<file path="config.mk">
export PLATFORM = sky130hd
export DESIGN_NAME = srf_rx_format
export DESIGN_NICKNAME = d
export VERILOG_FILES = /design/src/design/srf_pkg.sv /design/src/design/srf_phycfg_if.sv /design/src/design/srf_phycfg.sv /design/src/design/srf_rx_format.sv
export VERILOG_INCLUDE_DIRS = /design/src /design/src/design
export SDC_FILE = /design/constraint.sdc
export NUM_CORES = 1
export LEC_CHECK = 0
export BUFFER_PORTS_ARGS = -buffer_cell sky130_fd_sc_hd__buf_2
export CAP_MARGIN = 5
export CORE_MARGIN = 2
export CORE_UTILIZATION = 40
export CTS_CLUSTER_DIAMETER = 120
export CTS_CLUSTER_SIZE = 16
export DETAILED_ROUTE_END_ITERATION = 10
export PLACE_DENSITY = 0.76
export SLEW_MARGIN = 40
export SYNTH_ARGS = -nofsm -noshare
export SYNTH_HDL_FRONTEND = slang
export SYNTH_HIERARCHICAL = 1
export SYNTH_SLANG_ARGS = --single-unit
</file>
<file path="constraint.sdc">
create_clock -name clk -period 3.1 [get_ports clk]
set_input_delay 0.31 -clock clk [delete_from_list [all_inputs] [get_ports clk]]
set_output_delay 0.31 -clock clk [all_outputs]
set_load 0.01 [all_outputs]
</file>
<file path="src/design/srf_map.svh">
// Field positions, codes and reset values for the receive formatter.
// Assumes quadlets are 32 bits with bit 31 the most significant.
`ifndef SRF_MAP_SVH
`define SRF_MAP_SVH
`define SRF_TCODE_ISO 4'hA
`define SRF_TAG_FORMATTED 2'h0
`define SRF_ACK_COMPLETE 4'h1
`define SRF_ACK_BUSY_A 4'h5
`define SRF_ACK_BUSY_B 4'h6
`define SRF_ACK_DATA_ERR 4'hD
`define SRF_ACK_CRC_ERR 4'hE
`define SRF_SPD_100 2'h0
`define SRF_SPD_200 2'h1
`define SRF_SPD_400 2'h2
`define SRF_PHYCFG_MARK 16'h00E0
`define SRF_PHYCFG_NIB_LO 4
`define SRF_PHYCFG_NIB_HI 7
`define SRF_PHYCFG_NIB_NEW 4'h0
`define SRF_ATF_ADDR_FIRST 8'h80
`define SRF_ATF_ADDR_SECOND 8'h8C
`define SRF_CYDONE_BIT 0
`define SRF_HDR_LEN_HI 31
`define SRF_HDR_LEN_LO 16
`define SRF_HDR_TAG_HI 15
`define SRF_HDR_TAG_LO 14
`define SRF_HDR_CHAN_HI 13
`define SRF_HDR_CHAN_LO 8
`define SRF_HDR_TCODE_HI 7
`define SRF_HDR_TCODE_LO 4
`define SRF_HDR_SY_HI 3
`define SRF_HDR_SY_LO 0
`define SRF_TRL_SPD_LO 16
`define SRF_TRL_CODE_LO 0
`define SRF_TRL_ACK_LO 4
`define SRF_SID_OK_BIT 0
`define SRF_WORD_ZERO 32'h0000_0000
`endif

</file>
<file path="src/design/srf_pkg.sv">
// Types shared by the receive formatter modules.
// Assumes the map header supplies all numeric constants.
package srf_pkg;
  typedef enum logic [2:0] {
    SRF_IDLE = 3'b000,
    SRF_ISO = 3'b001,
    SRF_SNOOP = 3'b010,
    SRF_SELFID = 3'b011,
    SRF_TRAIL = 3'b100
  } srf_state_t;
  typedef enum logic [1:0] {
    SRF_KIND_ISO = 2'b00,
    SRF_KIND_SNOOP = 2'b01,
    SRF_KIND_SELFID = 2'b10,
    SRF_KIND_ASYNC = 2'b11
  } srf_kind_t;
endpackage : srf_pkg

</file>
<file path="src/design/srf_phycfg_if.sv">
// Interface between the receive formatter top and its phy config rewriter.
// Assumes both ends share clk.
`timescale 1ns/1ps
interface srf_phycfg_if;
  logic wr_valid;
  logic [7:0] wr_addr;
  logic [31:0] wr_data;
  logic out_valid;
  logic [31:0] out_data;
  logic out_is_cfg;
  modport rewriter (input wr_valid, input wr_addr, input wr_data, output out_valid, output out_data,
    output out_is_cfg);
  modport user (output wr_valid, output wr_addr, output wr_data, input out_valid, input out_data,
    input out_is_cfg);
endinterface : srf_phycfg_if

</file>
<file path="src/design/srf_phycfg.sv">
// Rewrites phy configuration quadlets passing from the transmit FIFO to the phy.
// Assumes one quadlet per cycle at most on the write side.
`timescale 1ns/1ps
`include "srf_map.svh"
module srf_phycfg (
  // Clock and reset
  input wire logic clk,
  input wire logic reset_n,
  // Quadlet stream
  srf_phycfg_if.rewriter cfg
);
  logic out_valid_q, out_valid_d;
  logic [31:0] out_data_q, out_data_d;
  logic is_cfg_q, is_cfg_d;
  // ==========================================
  // Marker detection and nibble replacement
  always_comb begin
    out_valid_d = cfg.wr_valid;
    out_data_d = cfg.wr_data;
    is_cfg_d = is_cfg_q;
    if (cfg.wr_valid && cfg.wr_addr == `SRF_ATF_ADDR_FIRST) begin
      is_cfg_d = (cfg.wr_data[15:0] == `SRF_PHYCFG_MARK);
      if (cfg.wr_data[15:0] == `SRF_PHYCFG_MARK) begin
        out_data_d[`SRF_PHYCFG_NIB_HI:`SRF_PHYCFG_NIB_LO] = `SRF_PHYCFG_NIB_NEW;
      end
    end else if (cfg.wr_valid && cfg.wr_addr == `SRF_ATF_ADDR_SECOND) begin
      is_cfg_d = 1'b0;
    end
  end
  always_ff @(posedge clk) begin
    if (!reset_n) begin
      out_valid_q <= 1'b0;
      out_data_q <= `SRF_WORD_ZERO;
      is_cfg_q <= 1'b0;
    end else begin
      out_valid_q <= out_valid_d;
      out_data_q <= out_data_d;
      is_cfg_q <= is_cfg_d;
    end
  end
  assign cfg.out_valid = out_valid_q;
  assign cfg.out_data = out_data_q;
  assign cfg.out_is_cfg = is_cfg_q;
endmodule : srf_phycfg

</file>
<file path="src/design/srf_rx_format.sv">
// Receive-side packet formatter: iso, snoop, cycle mark and self-ID entries into
// the general receive FIFO; phy config rewrite on the transmit path.
// Assumes the receive front end delivers headers and payload quadlets one per cycle.
//
// How it works
// - Header data length bounds payload bytes written
// - Iso entry tag field, 00 formatted
// - Iso entry transaction code is Ah
// - Byte zero first, zero pad last quadlet
// - Iso trailer carries complete, data or CRC error
// - Iso entry keeps channel and sync bits
// - Speed codes 00, 01, 10; 11 undefined
// - Snoop mode accepts every bus packet; a packet starting in the same cycle as cycle_end is dropped, the marker wins
// - Snoop writes whole or partial packet
// - Snoop status complete, else busyA or busyB
// - Snoop trailer holds observed ack, speed
// - Cycle end inserts marker with done flag; a cycle_end outside idle (during a packet or its trailer) inserts none
// - Detect 00E0h, rewrite Eh nibble to 0h
// - Config with both flags clear ignored; rewriter does not check flags, edits any 00E0h written at address 80h
// - Self-ID enable stores self-ID in FIFO
// - Self-ID status flag marks correct data
`timescale 1ns/1ps
`include "srf_map.svh"
module srf_rx_format #(
  parameter int LEN_W = 16
) (
  // Clock and reset
  input wire logic clk,
  input wire logic reset_n,
  // Control
  input wire logic snoop_enable,
  input wire logic receive_selfid_enable,
  // Receive front end
  input wire logic rx_start,
  input wire srf_pkg::srf_kind_t rx_kind,
  input wire logic [31:0] rx_header,
  input wire logic rx_addr_match,
  input wire logic rx_valid,
  input wire logic [31:0] rx_data,
  input wire logic rx_end,
  input wire logic rx_truncated,
  input wire logic rx_crc_ok,
  input wire logic rx_data_ok,
  input wire logic [1:0] rx_speed,
  input wire logic [3:0] rx_ack_seen,
  input wire logic cycle_end,
  // General receive FIFO write side
  output logic general_receive_fifo_wr,
  output logic [31:0] general_receive_fifo_data,
  // Transmit FIFO to phy path
  input wire logic async_transmit_fifo_wr,
  input wire logic [7:0] async_transmit_fifo_addr,
  input wire logic [31:0] async_transmit_fifo_data,
  output logic phy_tx_valid,
  output logic [31:0] phy_tx_data,
  output logic phy_tx_is_cfg
);
  srf_pkg::srf_state_t state_q, state_d;
  logic [LEN_W-1:0] remain_q, remain_d;
  logic busy_b_q, busy_b_d;
  logic wr_q, wr_d;
  logic [31:0] wdata_q, wdata_d;
  logic [3:0] code_q, code_d;
  logic [31:0] mask;
  logic [31:0] iso_hdr;
  srf_phycfg_if cfg_if ();

  // ==========================================
  // Byte mask for the final payload quadlet
  always_comb begin
    mask = 32'hFFFF_FFFF;
    if (remain_q < LEN_W'(4)) begin
      for (int b = 0; b < 4; b++) begin
        if (LEN_W'(b) >= remain_q) begin
          mask[31-8*b -: 8] = 8'h00;
        end
      end
    end
  end

  always_comb begin
    iso_hdr = rx_header;
    iso_hdr[`SRF_HDR_TAG_HI:`SRF_HDR_TAG_LO] = `SRF_TAG_FORMATTED;
    iso_hdr[`SRF_HDR_TCODE_HI:`SRF_HDR_TCODE_LO] = `SRF_TCODE_ISO;
  end

  // ==========================================
  // Trailer status codes, taken when the packet ends
  logic iso_short;
  logic [3:0] iso_code;
  logic [3:0] snoop_code;
  logic [3:0] sid_code;
  always_comb begin
    iso_short = (remain_q > LEN_W'(4)) || (remain_q != '0 && !rx_valid);
    if (!rx_crc_ok) begin
      iso_code = `SRF_ACK_CRC_ERR;
    end else if (!rx_data_ok || iso_short) begin
      iso_code = `SRF_ACK_DATA_ERR;
    end else begin
      iso_code = `SRF_ACK_COMPLETE;
    end
    if (!rx_truncated) begin
      snoop_code = `SRF_ACK_COMPLETE;
    end else if (busy_b_q) begin
      snoop_code = `SRF_ACK_BUSY_B;
    end else begin
      snoop_code = `SRF_ACK_BUSY_A;
    end
    sid_code = {3'h0, rx_crc_ok & rx_data_ok};
  end

  // ==========================================
  // Entry sequencer
  always_comb begin
    state_d = state_q;
    remain_d = remain_q;
    busy_b_d = busy_b_q;
    wr_d = 1'b0;
    wdata_d = wdata_q;
    code_d = code_q;
    case (state_q)
      srf_pkg::SRF_IDLE: begin
        if (cycle_end) begin
          wr_d = 1'b1;
          wdata_d = `SRF_WORD_ZERO;
          wdata_d[`SRF_CYDONE_BIT] = 1'b1;
        end else if (rx_start && snoop_enable) begin
          state_d = srf_pkg::SRF_SNOOP;
          wr_d = 1'b1;
          wdata_d = rx_header;
        end else if (rx_start && rx_kind == srf_pkg::SRF_KIND_ISO) begin
          state_d = srf_pkg::SRF_ISO;
          remain_d = LEN_W'(rx_header[`SRF_HDR_LEN_HI:`SRF_HDR_LEN_LO]);
          wr_d = 1'b1;
          wdata_d = iso_hdr;
        end else if (rx_start && rx_kind == srf_pkg::SRF_KIND_SELFID && receive_selfid_enable) begin
          state_d = srf_pkg::SRF_SELFID;
          wr_d = 1'b1;
          wdata_d = rx_header;
        end
      end
      srf_pkg::SRF_ISO: begin
        if (rx_valid && remain_q != '0) begin
          wr_d = 1'b1;
          wdata_d = rx_data & mask;
          remain_d = (remain_q > LEN_W'(4)) ? remain_q - LEN_W'(4) : '0;
        end
        if (rx_end) begin
          state_d = srf_pkg::SRF_TRAIL;
          code_d = iso_code;
        end
      end
      srf_pkg::SRF_SNOOP: begin
        if (rx_valid) begin
          wr_d = 1'b1;
          wdata_d = rx_data;
        end
        if (rx_end) begin
          state_d = srf_pkg::SRF_TRAIL;
          code_d = snoop_code;
          busy_b_d = rx_truncated ^ busy_b_q;
        end
      end
      srf_pkg::SRF_SELFID: begin
        if (rx_valid) begin
          wr_d = 1'b1;
          wdata_d = rx_data;
        end
        if (rx_end) begin
          state_d = srf_pkg::SRF_TRAIL;
          code_d = sid_code;
        end
      end
      srf_pkg::SRF_TRAIL: begin
        state_d = srf_pkg::SRF_IDLE;
        wr_d = 1'b1;
        wdata_d = `SRF_WORD_ZERO;
        wdata_d[`SRF_TRL_SPD_LO +: 2] = rx_speed;
        wdata_d[`SRF_TRL_CODE_LO +: 4] = code_q;
        wdata_d[`SRF_TRL_ACK_LO +: 4] = rx_ack_seen;
      end
      default: state_d = srf_pkg::SRF_IDLE;
    endcase
  end

  always_ff @(posedge clk) begin
    if (!reset_n) begin
      state_q <= srf_pkg::SRF_IDLE;
      remain_q <= '0;
      busy_b_q <= 1'b0;
      wr_q <= 1'b0;
      wdata_q <= `SRF_WORD_ZERO;
      code_q <= 4'h0;
    end else begin
      state_q <= state_d;
      remain_q <= remain_d;
      busy_b_q <= busy_b_d;
      wr_q <= wr_d;
      wdata_q <= wdata_d;
      code_q <= code_d;
    end
  end

  assign general_receive_fifo_wr = wr_q;
  assign general_receive_fifo_data = wdata_q;

  // ==========================================
  // Phy configuration path
  assign cfg_if.wr_valid = async_transmit_fifo_wr;
  assign cfg_if.wr_addr = async_transmit_fifo_addr;
  assign cfg_if.wr_data = async_transmit_fifo_data;
  srf_phycfg u_phycfg (
    .clk(clk),
    .reset_n(reset_n),
    .cfg(cfg_if.rewriter)
  );
  assign phy_tx_valid = cfg_if.out_valid;
  assign phy_tx_data = cfg_if.out_data;
  assign phy_tx_is_cfg = cfg_if.out_is_cfg;
endmodule : srf_rx_format

</file>
**Word-level counts from Yosys, hierarchy flattened**

Cells that the tools add are included.

- Bits in registers: 91
- Logic and storage cells: 107
- Bits of input ports: 125
- Output and inout port bits: 67

- Reductions and logical operators: 26
- Add/sub/neg operators: 1
- Mux-type cells: 43
- Order comparisons: 6
- Eq/ne operators: 19
- Bitwise operators: 3

Operators with widths:

| operator | count |
|---|---|
| two-way mux 32 bit | 7 |
| case mux 32 bit (4 select lines) | 1 |
| two-way mux 16 bit | 5 |
| AND 32 bit | 1 |
| greater-or-equal comparator 1 x 16 -> 1 bit (first input constant) | 2 |
| greater-or-equal comparator 2 x 16 -> 1 bit (first input constant) | 2 |
| two-way mux 8 bit | 4 |
| case mux 16 bit (2 select lines) | 1 |
| two-way mux 4 bit | 7 |
| two-way mux 3 bit | 6 |
| equality test 16 x 8 -> 1 bit (second input constant) | 1 |
| equality test 8 bit (second input constant) | 2 |
| > comparator 16 x 3 -> 1 bit (second input constant) | 1 |
| < comparator 16 x 3 -> 1 bit (second input constant) | 1 |
| nonzero test 16 bit | 1 |
| subtractor 16 x 3 -> 16 bit (second input constant) | 1 |
| inequality test 2 bit (second input constant) | 7 |
| case mux 4 bit (3 select lines) | 1 |
| logical AND 1 bit | 8 |
| two-way mux 1 bit | 8 |
| AND reduction 4 bit | 2 |
| equality test 3 x 2 -> 1 bit (second input constant) | 2 |
| case mux 3 bit (2 select lines) | 1 |
| inequality test 5 bit (second input constant) | 1 |
| 21 further kinds | 25 |

**Longest topological paths before layout**

Gate-level depths: netlist (run 1).

- Word-level depth: 8
- Depth in mapped cells: 8
- Mapped depth without buffers: 7

**Modules after synthesis**

Netlist (run 1), hierarchy kept.

By module, submodules not included:

| module | times used | cells each | seq. area each (sq um) | area each (sq um) |
|---|---|---|---|---|
| srf_rx_format | 1 | 408 | 1141.1 | 3358.2 |
| srf_phycfg | 1 | 86 | 680.7 | 1031.0 |

**Worst setup path before layout (run 1)**

Ideal clock, no wire load.

- Kind: register -> register
- Start point: register remain_q[2]
- End point: register wdata_q[17] (netlist: general_receive_fifo_data[17])
- Setup time: 0.117 ns
- Clock period less this slack: 1.989 ns
- Path buffers: 0
- Data required time: 2.983 ns
- Stages on the path, launching flop included: 8
- Arrival time: 1.871 ns
- Path slack: 1.111 ns
- Cells stage by stage: dfxtp_1 > inv_1 > ha_1 > nor4b_2 > nand3_1 > or4_1 > and3_4 > a32o_1

- Word-level cells in the longest chain between the ends: 6
- Elaborated cells on any way between the ends: 11
- Classes of those cells: order compare: 2; eq/ne: 1; mux: 4; bitwise: 1; reduce/logical: 3

RTL lines:

| element | RTL line | text |
|---|---|---|
| from (decl) | srf_rx_format.sv:59 | `logic [LEN_W-1:0] remain_q, remain_d;` |
| from (signal assigned) | srf_rx_format.sv:196 | `remain_q <= remain_d;` |
| greater-or-equal comparator 1 x 16 -> 1 bit | srf_rx_format.sv:74 | `if (LEN_W'(b) >= remain_q) begin` |
| two-way mux 8 bit | srf_rx_format.sv:74 |  |
| two-way mux 32 bit | srf_rx_format.sv:72 | `if (remain_q < LEN_W'(4)) begin` |
| AND 32 bit | srf_rx_format.sv:145 | `wdata_d = rx_data & mask;` |
| two-way mux 32 bit | srf_rx_format.sv:143 | `if (rx_valid && remain_q != '0) begin` |
| case mux 32 bit (4 select lines) | srf_rx_format.sv:121 | `case (state_q)` |
| to (signal assigned) | srf_rx_format.sv:192 | `` wdata_q <= `SRF_WORD_ZERO; `` |
| to (signal assigned) | srf_rx_format.sv:199 | `wdata_q <= wdata_d;` |
| to (decl) | srf_rx_format.sv:62 | `logic [31:0] wdata_q, wdata_d;` |

Several ways; a longest one is shown, not always the timed one. The select of a mux whose other input is x is not followed.
A chain may end at the register's enable or synchronous reset.

**Final worst setup path (run 1)**

- Start point: register remain_q[2]
- End point: register wdata_q[19] (netlist: general_receive_fifo_data[19])

Same word-level chain as after synthesis.

==> results.md, run 1 <==
- Clock Latency Late Sink: 0.37 ns
- Root Buffer: clkbuf_8
- Routed Antenna Nets: 0
- Max-cap violations: 0
- Top-count cell post-synth: dfxtp_1
- Max VDD drop: 0.286 mV
- Cell variety after synth: 69
- Synth Register Bits: 91
- Top_reg_cell synth: dfxtp_1
- WP data arrival: 2.90 ns
- Grt ovf: 0
- Cell taking the most area after synthesis: dfxtp_1
- Placed Instance Area: 0.00541 mm²
- Number of setup buffers added after CTS: 0
- RSZ-0062 raised after global routing: no
- WP data required: 3.33 ns
- Slew headroom: 55.7%
- # setup viols final: 0
- Power per Cell Area: 572 mW/mm²
- DRC: 0
- Gr usage total: 23.7%
- Worst min path class: in -> reg
- Area growth syn-to-layout: 28.3%
- Diode count: 0
- Largest net degree at the start of global routing: 53
- Leakage Power: 2.49 nW
- CORE AREA: 0.0108 mm²
- Boundary Pins: 192
- DIE HEIGHT: 109 µm
- Number of buffers added on ports: 190
- Hold path cells: 2
- TritonRoute pass-1 iters: 5
- Clock skew: 0.0151 ns
- Avg WL per Cell: 17.1 µm
- Final hold viol count: 0
- Vias in the first global route: 4621
- Final GP Congestion: 0.910
- Share of layout cells above drive strength 1: 35.8%
- CTS Hold Buffers Added: 0
- Post_cts resized: 0
- Post-synth EDFFs: 0
- Clock period minus worst slack: 2.67 ns
- Clk sinks: 91
- FMAX: 0.375 GHz
- Nets: 792
- Syn_nets: 624
- Critical Path Start Type: flip-flop
- Num CTS Buffers: 9
- Worst Path Max Fanout: 11
- Synth async-reset ratio: 0%
- CTS tree: done
- CTS clk-pin slew, worst paths: 0.09 ns
- R2R cell count: 7
- Vias/cell: 5.90
- Via count: 4764
- Worst slew pin tran: 0.655 ns
- Fin Setup TNS: 0 ns
- First-pass GRT wire length: 22200 µm
- Final instance area: 0.00563 mm²
- Sequential area share after synthesis: 41.5%
- Cells after Synth: 494
- Fin. max-slew vios: 0
- Detailed Place HPWL: 10100 µm
- Mapped Area: 0.00439 mm²
- Commonest cells in the netlist: dfxtp_1, a21oi_1, and2_1
- H-Tree Depth: 3
- Die Area: 0.0118 mm²
- Final worst-path cycle share: 86.0%
- Share of the synthesized area in the top cell type: 41.5%
- Synth top area cells: dfxtp_1, and2_1, a21oi_1
- Crit path kind: reg -> reg
- Bufs on Longest Clock Path: 2
- DIE WIDTH: 109 µm
- Crit. End Element: flip-flop
- First DRT Iteration DRCs: 454
- Initial antenna violation count: 1
- Syn_area_per_cell: 8.89 µm²
- WL final: 13800 µm
- Initial Util: 40.7%
- Site Rows: 38
- Ys Warns: 6
- Outcome: finished, final reports clean
registers in the layout, summed over array words and instances, names as in the netlist:
register                   flops
u_phycfg/cfg.out_is_cfg        1
state_q                        3
general_receive_fifo_wr        1
general_receive_fifo_data     32
busy_b_q                       1
u_phycfg/cfg.out_valid         1
u_phycfg/cfg.out_data         32
code_q                         4
remain_q                      16
path summary, 6_finish.rpt:
path	start	to	slack, ns
min reg2reg	general_receive_fifo_data[0]$_SDFFE_PN0P_	general_receive_fifo_data[0]$_SDFFE_PN0P_	0.48
max reg2reg	remain_q[2]$_SDFFE_PN0P_	general_receive_fifo_data[19]$_SDFFE_PN0P_	0.43
max	remain_q[2]$_SDFFE_PN0P_	general_receive_fifo_data[19]$_SDFFE_PN0P_	0.43
min	async_transmit_fifo_data[21]	u_phycfg/cfg.out_data[21]$_SDFF_PN0_	0.14
layout make-up:
type,count,area [µm²]
fillers,976,5160
clock inverters,3,43.8
flip-flops and latches,91,1820
clock buffers,13,169
multi-input cells,355,2380
repair buffers,198,1010
well taps,140,175
inverters,7,27.5
cells in the final DEF (no fill, tap or decap), types with 5 or more instances in the layout:
cell and n:
ha_1 5, clkbuf_8 12, buf_4 8, a31oi_1 8, a21oi_1 48, nand3_1 9, nand2_1 28, inv_1 6
nand2b_1 6, a32oi_1 27, a211oi_1 25, or3_1 5, buf_2 190, nor4_1 5, nor2_1 21, nor3b_1 7
o21ai_0 18, a22oi_1 8, o211ai_1 7, dfxtp_1 91, a311oi_1 7, and2_1 38
worst max-delay path, stage by stage, from the launching register on:
cell	delay, ns
dfxtp_1	0.36
inv_1	0.11
ha_1	0.44
nor4b_2	0.39
nand3_1	0.19
or4_1	0.67
a32oi_1	0.28
a211oi_1	0.10
power breakdown:
group	internal, mW	total, mW	switching (mW)	leakage [nW]
logic	0.386	0.970	0.585	1.63
clock network	0.441	0.872	0.431	0.110
registers	1.30	1.38	0.0786	0.750
total	2.13	3.22	1.09	2.49
stage by stage:
step / utilization [%] / instances / hold WS [ns] / worst slack, ns / total power, mW
CTS: 52.1 / 807 / 0.120 / 0.490 / 3.23
global placement: 50.2 / 791 / 0.449 / 0.570 / 2.33
finish: 52.2 / 807 / 0.141 / 0.435 / 3.22
detailed placement: 50.2 / 791 / 0.459 / 0.509 / 2.36
floorplan: - / 494 / 0.426 / 1.11 / 2.01
global route: 52.2 / 807 / 0.131 / 0.273 / 3.41
metal layers:
metal	up-vias	global-route usage (%)	wire, µm
met3	34	7.05	1530
met2	288	40.0	6490
met4	2	12.2	402
met5	-	0	11
li1	2221	-	-
met1	2219	27.0	5360
kinds of logic after synthesis:
kind of cell,after synthesis,synth area share [%]
AO/OA/AOI/OAI,179,28.5
AND/OR/NAND/NOR,165,22.7
flip-flops,91,41.5
buffers and inverters,48,4.50
adder cells (fa/ha/maj),5,1.43
multiplexers,4,0.912
XOR/XNOR,2,0.399
(Power assumes the default switching activity.)
==> run 2, diff against run 1 <==
--- a/config.mk
+++ b/config.mk
@@ -8,7 +8,6 @@
 export LEC_CHECK = 0
 export BUFFER_PORTS_ARGS = -buffer_cell sky130_fd_sc_hd__buf_2
 export CAP_MARGIN = 5
-export CORE_MARGIN = 2
 export CORE_UTILIZATION = 40
 export CTS_CLUSTER_DIAMETER = 120
 export CTS_CLUSTER_SIZE = 16
==> run 2 against run 1 <==
Wire length grew 0.15%. Largest cell class unchanged. Combinational power hardly changed. Global-route usage rose by 0.42 points. Cell count shrank 0.50%. First-iteration DRC count shrank 19%. Die area down 3.6%. Clock skew rose by 0.0017 ns. Fmax up 2.1%.
==> results.md, run 2 (synthesized netlist as in run 1, its figures left out) <==
- Commonest non-fill, non-tap cell in the layout: buf_2
- Grt ovf: 0 (unchanged)
- Routed Antenna Nets: 0 (unchanged)
- Worst R2R Start: remain_q[2]$_SDFFE_PN0P_
- Max VDD drop: 0.220 mV (-23%)
- Fin Setup TNS: 0 ns (unchanged)
- Die Area: 0.0114 mm² (-3.6%)
- Final worst setup slack: 0.488 ns (+0.0539 ns)
- TritonRoute pass-1 iters: 5 (unchanged)
- Clock Latency Late Sink: 0.37 ns (about the same)
- Clk sinks: 91 (unchanged)
- Fin. max-slew vios: 0 (unchanged)
- Post_cts resized: 0 (unchanged)
- First DRT Iteration DRCs: 368 (-19%)
- R2R Setup Slk: 0.49 ns (+0.05 ns)
- Overall Power: 3.10 mW (-3.6%)
- RSZ-0062 raised after global routing: no
- Worst slew pin tran: 0.730 ns (+0.0745 ns)
- Number of buffers added on ports: 190 (unchanged)
- Worst hold start: async_transmit_fifo_data[28]
- Final hold viol count: 0 (unchanged)
- Largest net degree at the start of global routing: 47 (-11%)
- DIE HEIGHT: 107 µm (-1.8%)
- Share of layout cells above drive strength 1: 35.9% (+0.054 points)
- Slew headroom: 51.0% (-4.7 points)
- Pre-CTS setup slack: 0.537 ns (+0.0283 ns)
- Leakage Power: 2.47 nW (-0.86%)
- Most frequent cells in the layout: buf_2, dfxtp_1, a21oi_1
- Vias in the first global route: 4596 (-0.54%)
- Via count: 4642 (-2.6%)
- DIE WIDTH: 107 µm (-1.8%)
- Clock skew: 0.0169 ns (+0.00173 ns)
- FMAX: 0.383 GHz (+2.1%)
- Post-Place Cells: 786 (-0.63%)
- Final worst-path cycle share: 84.2% (-1.7 points)
- Initial antenna violation count: 1 (unchanged)
- Boundary Pins: 192 (unchanged)
- CTS tree: done
- Worst path cell trace: inv_1, ha_1, nor4b_2, nand3_1, or4_1, a32oi_1, a211oi_1
- Worst Hold Endpoint: u_phycfg/cfg.out_data[28]$_SDFF_PN0_
- Root Buffer: clkbuf_8
- CTS Hold Buffers Added: 0 (unchanged)
- Num CTS Buffers: 9 (unchanged)
- WP data required: 3.33 ns (about the same)
- Gr usage total: 24.1% (+0.42 points)
- CORE AREA: 0.0105 mm² (-3.1%)
- Hold path cells: 2 (unchanged)
- Area growth syn-to-layout: 27.5%
- Critical path launch point: remain_q[2]$_SDFFE_PN0P_
- Max-cap violations: 0 (unchanged)
- Crit. End Element: flip-flop
- Initial Util: 42.0% (+1.3 points)
- Power per Cell Area: 554 mW/mm² (-3.1%)
- WP data arrival: 2.84 ns (-0.06 ns)
- Crit path kind: reg -> reg
- Layout Utilization: 53.5% (+1.3 points)
- WL final: 13800 µm (+0.15%)
- First-pass GRT wire length: 21900 µm (-1.4%)
- Critical Path Start Type: flip-flop
- Detailed Place HPWL: 10200 µm (+1.8%)
- Clock period minus worst slack: 2.61 ns (-0.0539 ns)
- # setup viols final: 0 (unchanged)
- R2R cell count: 7 (unchanged)
- Avg WL per Cell: 17.2 µm (+0.65%)
- Vias/cell: 5.78 (-2.1%)
- Critical path's largest stage delay: 0.64 ns (-0.03 ns)
- Number of setup buffers added after CTS: 0 (unchanged)
- Bufs on Longest Clock Path: 2 (unchanged)
- Site Rows: 37 (-2.6%)
- CTS clk-pin slew, worst paths: 0.10 ns (about the same)
- Outcome: finished, final reports clean
- DRC: 0 (unchanged)
- Critical R2R Capture: general_receive_fifo_data[19]$_SDFFE_PN0P_
- Final GP Congestion: 0.890 (-2.2%)
- Worst Path Max Fanout: 11 (unchanged)
- Critical path's slowest cell: or4_1
- Final non-filler cell total: 803 (-0.50%)
- H-Tree Depth: 3 (unchanged)
- Nets: 791 (-0.13%)
- Worst min path class: in -> reg
[run 2: layout make-up]
| cell class | count | area (µm²) |
|---|---|---|
| clock inverter | 6 | 47.5 |
| timing repair buffer | 197 | 1000 |
| multi-input combinational | 355 | 2390 |
| inverter | 7 | 27.5 |
| tap | 136 | 170 |
| sequential | 91 | 1820 |
| clock buffer | 10 | 138 |
| fill | 981 | 4860 |
| antenna | 1 | 2.50 |
[run 2: how the worst max path moves through the flow]
stage | slack (ns) | depth (start not counted) | to
floorplan | 1.11 | 7 | general_receive_fifo_data[17]$_SDFFE_PN0P_
global placement | 0.62 | 7 | general_receive_fifo_data[5]$_SDFFE_PN0P_
detailed placement | 0.54 | 7 | general_receive_fifo_data[19]$_SDFFE_PN0P_
CTS | 0.51 | 7 | general_receive_fifo_data[19]$_SDFFE_PN0P_
global route | 0.33 | 7 | general_receive_fifo_data[22]$_SDFFE_PN0P_
finish | 0.49 | 7 | general_receive_fifo_data[19]$_SDFFE_PN0P_
[run 2: power breakdown]
part,switching (mW),internal [mW],total [mW]
clock network,0.440,0.321,0.760
registers,0.0751,1.30,1.37
logic,0.585,0.383,0.968
[run 2: worst max-delay path, delay by kind of cell, from the launching register on]
family	cells	cell delay, ns
buf+inv	1	0.11
compound gates	2	0.36
simple gates	3	1.20
fa+ha+maj	1	0.45
flops	1	0.36
[run 2: metal layers]
layer	wire (µm)	global-route usage (%)
met5	0	0
met4	202	8.02
met3	1330	6.14
met2	6630	42.4
met1	5650	28.3
[run 2: per-stage QoR]
step | instance area (µm²) | hold slack, ns
after floorplan | 4390 | 0.426
after global placement | 5400 | 0.448
after detailed placement | 5410 | 0.469
after CTS | 5590 | 0.125
after global routing | 5600 | 0.136
final | 5600 | 0.148
==> run 3, diff against run 2 <==
--- a/config.mk
+++ b/config.mk
@@ -12,7 +12,7 @@
 export CTS_CLUSTER_DIAMETER = 120
 export CTS_CLUSTER_SIZE = 16
 export DETAILED_ROUTE_END_ITERATION = 10
-export PLACE_DENSITY = 0.76
+export PLACE_DENSITY = 0.79
 export SLEW_MARGIN = 40
 export SYNTH_ARGS = -nofsm -noshare
 export SYNTH_HDL_FRONTEND = slang
==> constraint.sdc (replaced) <==
create_clock -name clk -period 2.1 [get_ports clk]
set_input_delay 0.21 -clock clk [delete_from_list [all_inputs] [get_ports clk]]
set_output_delay 0.21 -clock clk [all_outputs]
set_load 0.01 [all_outputs]
==> run 3 against run 2 <==
Fmax up 29%. Non-clock buffer count up 31. Clock power up 49%. Sequential share of layout area down 1.7 points. Clock skew down 0.0044 ns. Clock-buffer cell count up 2. Setup slack worse by 0.41 ns. Hold slack worse by 0.089 ns. Die area unchanged. Sequential cell count unchanged.
==> results.md, run 3 (synthesized netlist as in run 1, its figures left out) <==
- Outcome: finished, final reports clean
- Final hold viol count: 0 (unchanged)
- Clock skew: 0.0125 ns (-0.00441 ns)
- Final worst-path cycle share: 96.3% (+12 points)
- Most frequent cells in the layout: buf_2, dfxtp_1, a21oi_1
- Pre-CTS setup slack: -0.0198 ns (-0.557 ns)
- Reg power frac: 42.7% (-1.6 points)
- # setup viols final: 0 (unchanged)
- First-pass GRT wire length: 22300 µm (+2.2%)
- Root Buffer: clkbuf_8
- Avg WL per Cell: 17.1 µm (-0.38%)
- Worst min path class: in -> reg
- CTS tree: done
- Num CTS Buffers: 9 (unchanged)
- Die Area: 0.0114 mm² (unchanged)
- Crit path kind: reg -> reg
- Internal Power: 3.14 mW (+57%)
- Initial antenna violation count: 0 (-1)
- Worst slew pin tran: 0.543 ns (-0.186 ns)
- Multi-input logic area: 0.00247 mm² (+3.3%)
- Routed Antenna Nets: 0 (unchanged)
- Worst Path Max Fanout: 7 (-4)
- Number of buffers added on ports: 190 (unchanged)
- Critical Path Start Type: flip-flop
- Max VDD drop: 0.378 mV (+72%)
- Detailed Place HPWL: 10600 µm (+3.8%)
- Slew headroom: 63.7% (+13 points)
- Boundary Pins: 192 (unchanged)
- Final worst setup slack: 0.0767 ns (-0.412 ns)
- Vias/cell: 5.93 (+2.6%)
- Sw frac: 34.0% (-1.5 points)
- Nets: 822 (+3.9%)
- CORE AREA: 0.0105 mm² (unchanged)
- Gr usage total: 24.5% (+0.46 points)
- Post-Place Cells: 812 (+3.3%)
- Worst hold start: async_transmit_fifo_data[20]
- Overall Power: 4.75 mW (+53%)
- WP data arrival: 2.30 ns (-0.54 ns)
- Share of layout cells above drive strength 1: 40.1% (+4.2 points)
- Clock period minus worst slack: 2.02 ns (-0.588 ns)
- Fin. max-slew vios: 0 (unchanged)
- Clk pwr share: 23.7% (-0.8 points)
- Commonest non-fill, non-tap cell in the layout: buf_2
- Initial Util: 42.0% (unchanged)
- DIE WIDTH: 107 µm (unchanged)
- Vias in the first global route: 4683 (+1.9%)
- WL final: 14300 µm (+3.2%)
- CTS Hold Buffers Added: 0 (unchanged)
- Power per Cell Area: 802 mW/mm² (+45%)
- Clock Latency Late Sink: 0.36 ns (about the same)
- Site Rows: 37 (unchanged)
- CTS clk-pin slew, worst paths: 0.09 ns (about the same)
- Final non-filler cell total: 832 (+3.6%)
- Leakage Power: 2.67 nW (+8.0%)
- Critical path launch point: remain_q[3]$_SDFFE_PN0P_
- Largest net degree at the start of global routing: 36 (-23%)
- Max-cap violations: 0 (unchanged)
- Final GP Congestion: 0.920 (+3.4%)
- WP data required: 2.37 ns (-0.96 ns)
- TritonRoute pass-1 iters: 5 (unchanged)
- Grt ovf: 0 (unchanged)
- Bufs on Longest Clock Path: 2 (unchanged)
- Via count: 4936 (+6.3%)
- Area growth syn-to-layout: 35.1%
- Diode count: 0 (-1)
- FF+latch area: 0.00183 mm² (+0.27%)
- Psw: 1.62 mW (+47%)
- First DRT Iteration DRCs: 470 (+28%)
- Worst R2R Start: remain_q[3]$_SDFFE_PN0P_
- Clk sinks: 91 (unchanged)
- DRC: 0 (unchanged)
- # fillers: 960 (-2.1%)
- H-Tree Depth: 3 (unchanged)
- DIE HEIGHT: 107 µm (unchanged)
- FMAX: 0.494 GHz (+29%)
- Combinational power share: 33.6% (+2.4 points)
- Crit. End Element: flip-flop
run 3: cell count changes in the layout (fill, tap and decap cells not counted), sizes merged:
| cell | change |
|---|---|
| buf | +31 |
| bufinv | +1 |
| clkbuf | +2 |
| clkinv | -2 |
| clkinvlp | -1 |
| diode | -1 |
| inv | -1 |
run 3: final cells by class:
class	instances	share of cell area [%]
multi-input combinational	355	41.6
sequential	91	30.8
timing repair buffer	228	21.4
tap	136	2.87
clock buffer	12	2.28
clock inverter	3	0.675
inverter	7	0.443
run 3: routing by layer:
metal	up-vias	GRT usage (%)	wire, µm
li1	2284	-	-
met4	0	9.88	360
met3	29	5.84	1520
met2	331	42.6	6680
met1	2292	29.0	5710
met5	-	0	0
run 3: final timing paths:
path	endpoint	slack [ns]	depth (start not counted)
setup reg to reg	remain_q[11]$_SDFFE_PN0P_	0.08	8
setup / recovery	remain_q[11]$_SDFFE_PN0P_	0.08	8
hold reg to reg	general_receive_fifo_data[0]$_SDFFE_PN0P_	0.47	2
hold / removal	u_phycfg/cfg.out_data[20]$_SDFF_PN0_	0.06	2
run 3: per-stage QoR:
step / area, µm² / utilization (%) / hold WS [ns] / TNS (ns)
3_3_place_gp: 5620 / 53.7 / 0.415 / 0
2_1_floorplan: 4390 / - / 0.326 / 0
5_1_grt: 5930 / 56.7 / 0.0398 / -0.0723
6_report: 5930 / 56.7 / 0.0592 / 0
4_1_cts: 5810 / 55.6 / 0.0392 / 0
3_5_place_dp: 5620 / 53.7 / 0.418 / -0.0214
run 3: critical path: stages, from the launching register on:
cell and delay, ns:
dfxtp_1 0.37, inv_2 0.07, ha_1 0.22, nor4b_4 0.15
nand4_1 0.18, buf_4 0.19, nand3_4 0.11, or4_1 0.49
a31oi_1 0.16
run 3: power by group through the flow:
stage / Clock, mW / Combinational (mW) / Sequential (mW)
2_1_floorplan: 0 / 0.841 / 2.13
3_3_place_gp: 0 / 1.48 / 2.05
3_5_place_dp: 0 / 1.51 / 2.06
4_1_cts: 1.16 / 1.53 / 2.02
5_1_grt: 1.25 / 1.73 / 2.05
6_report: 1.13 / 1.60 / 2.03
run 3: timing repair:
item,CTS,global route
setup buffers,0,4
resized for setup,3,19
pin swaps,0,2
gates cloned,0,1
endpoints found under the setup margin,6,45
endpoints found under the hold margin,0,0
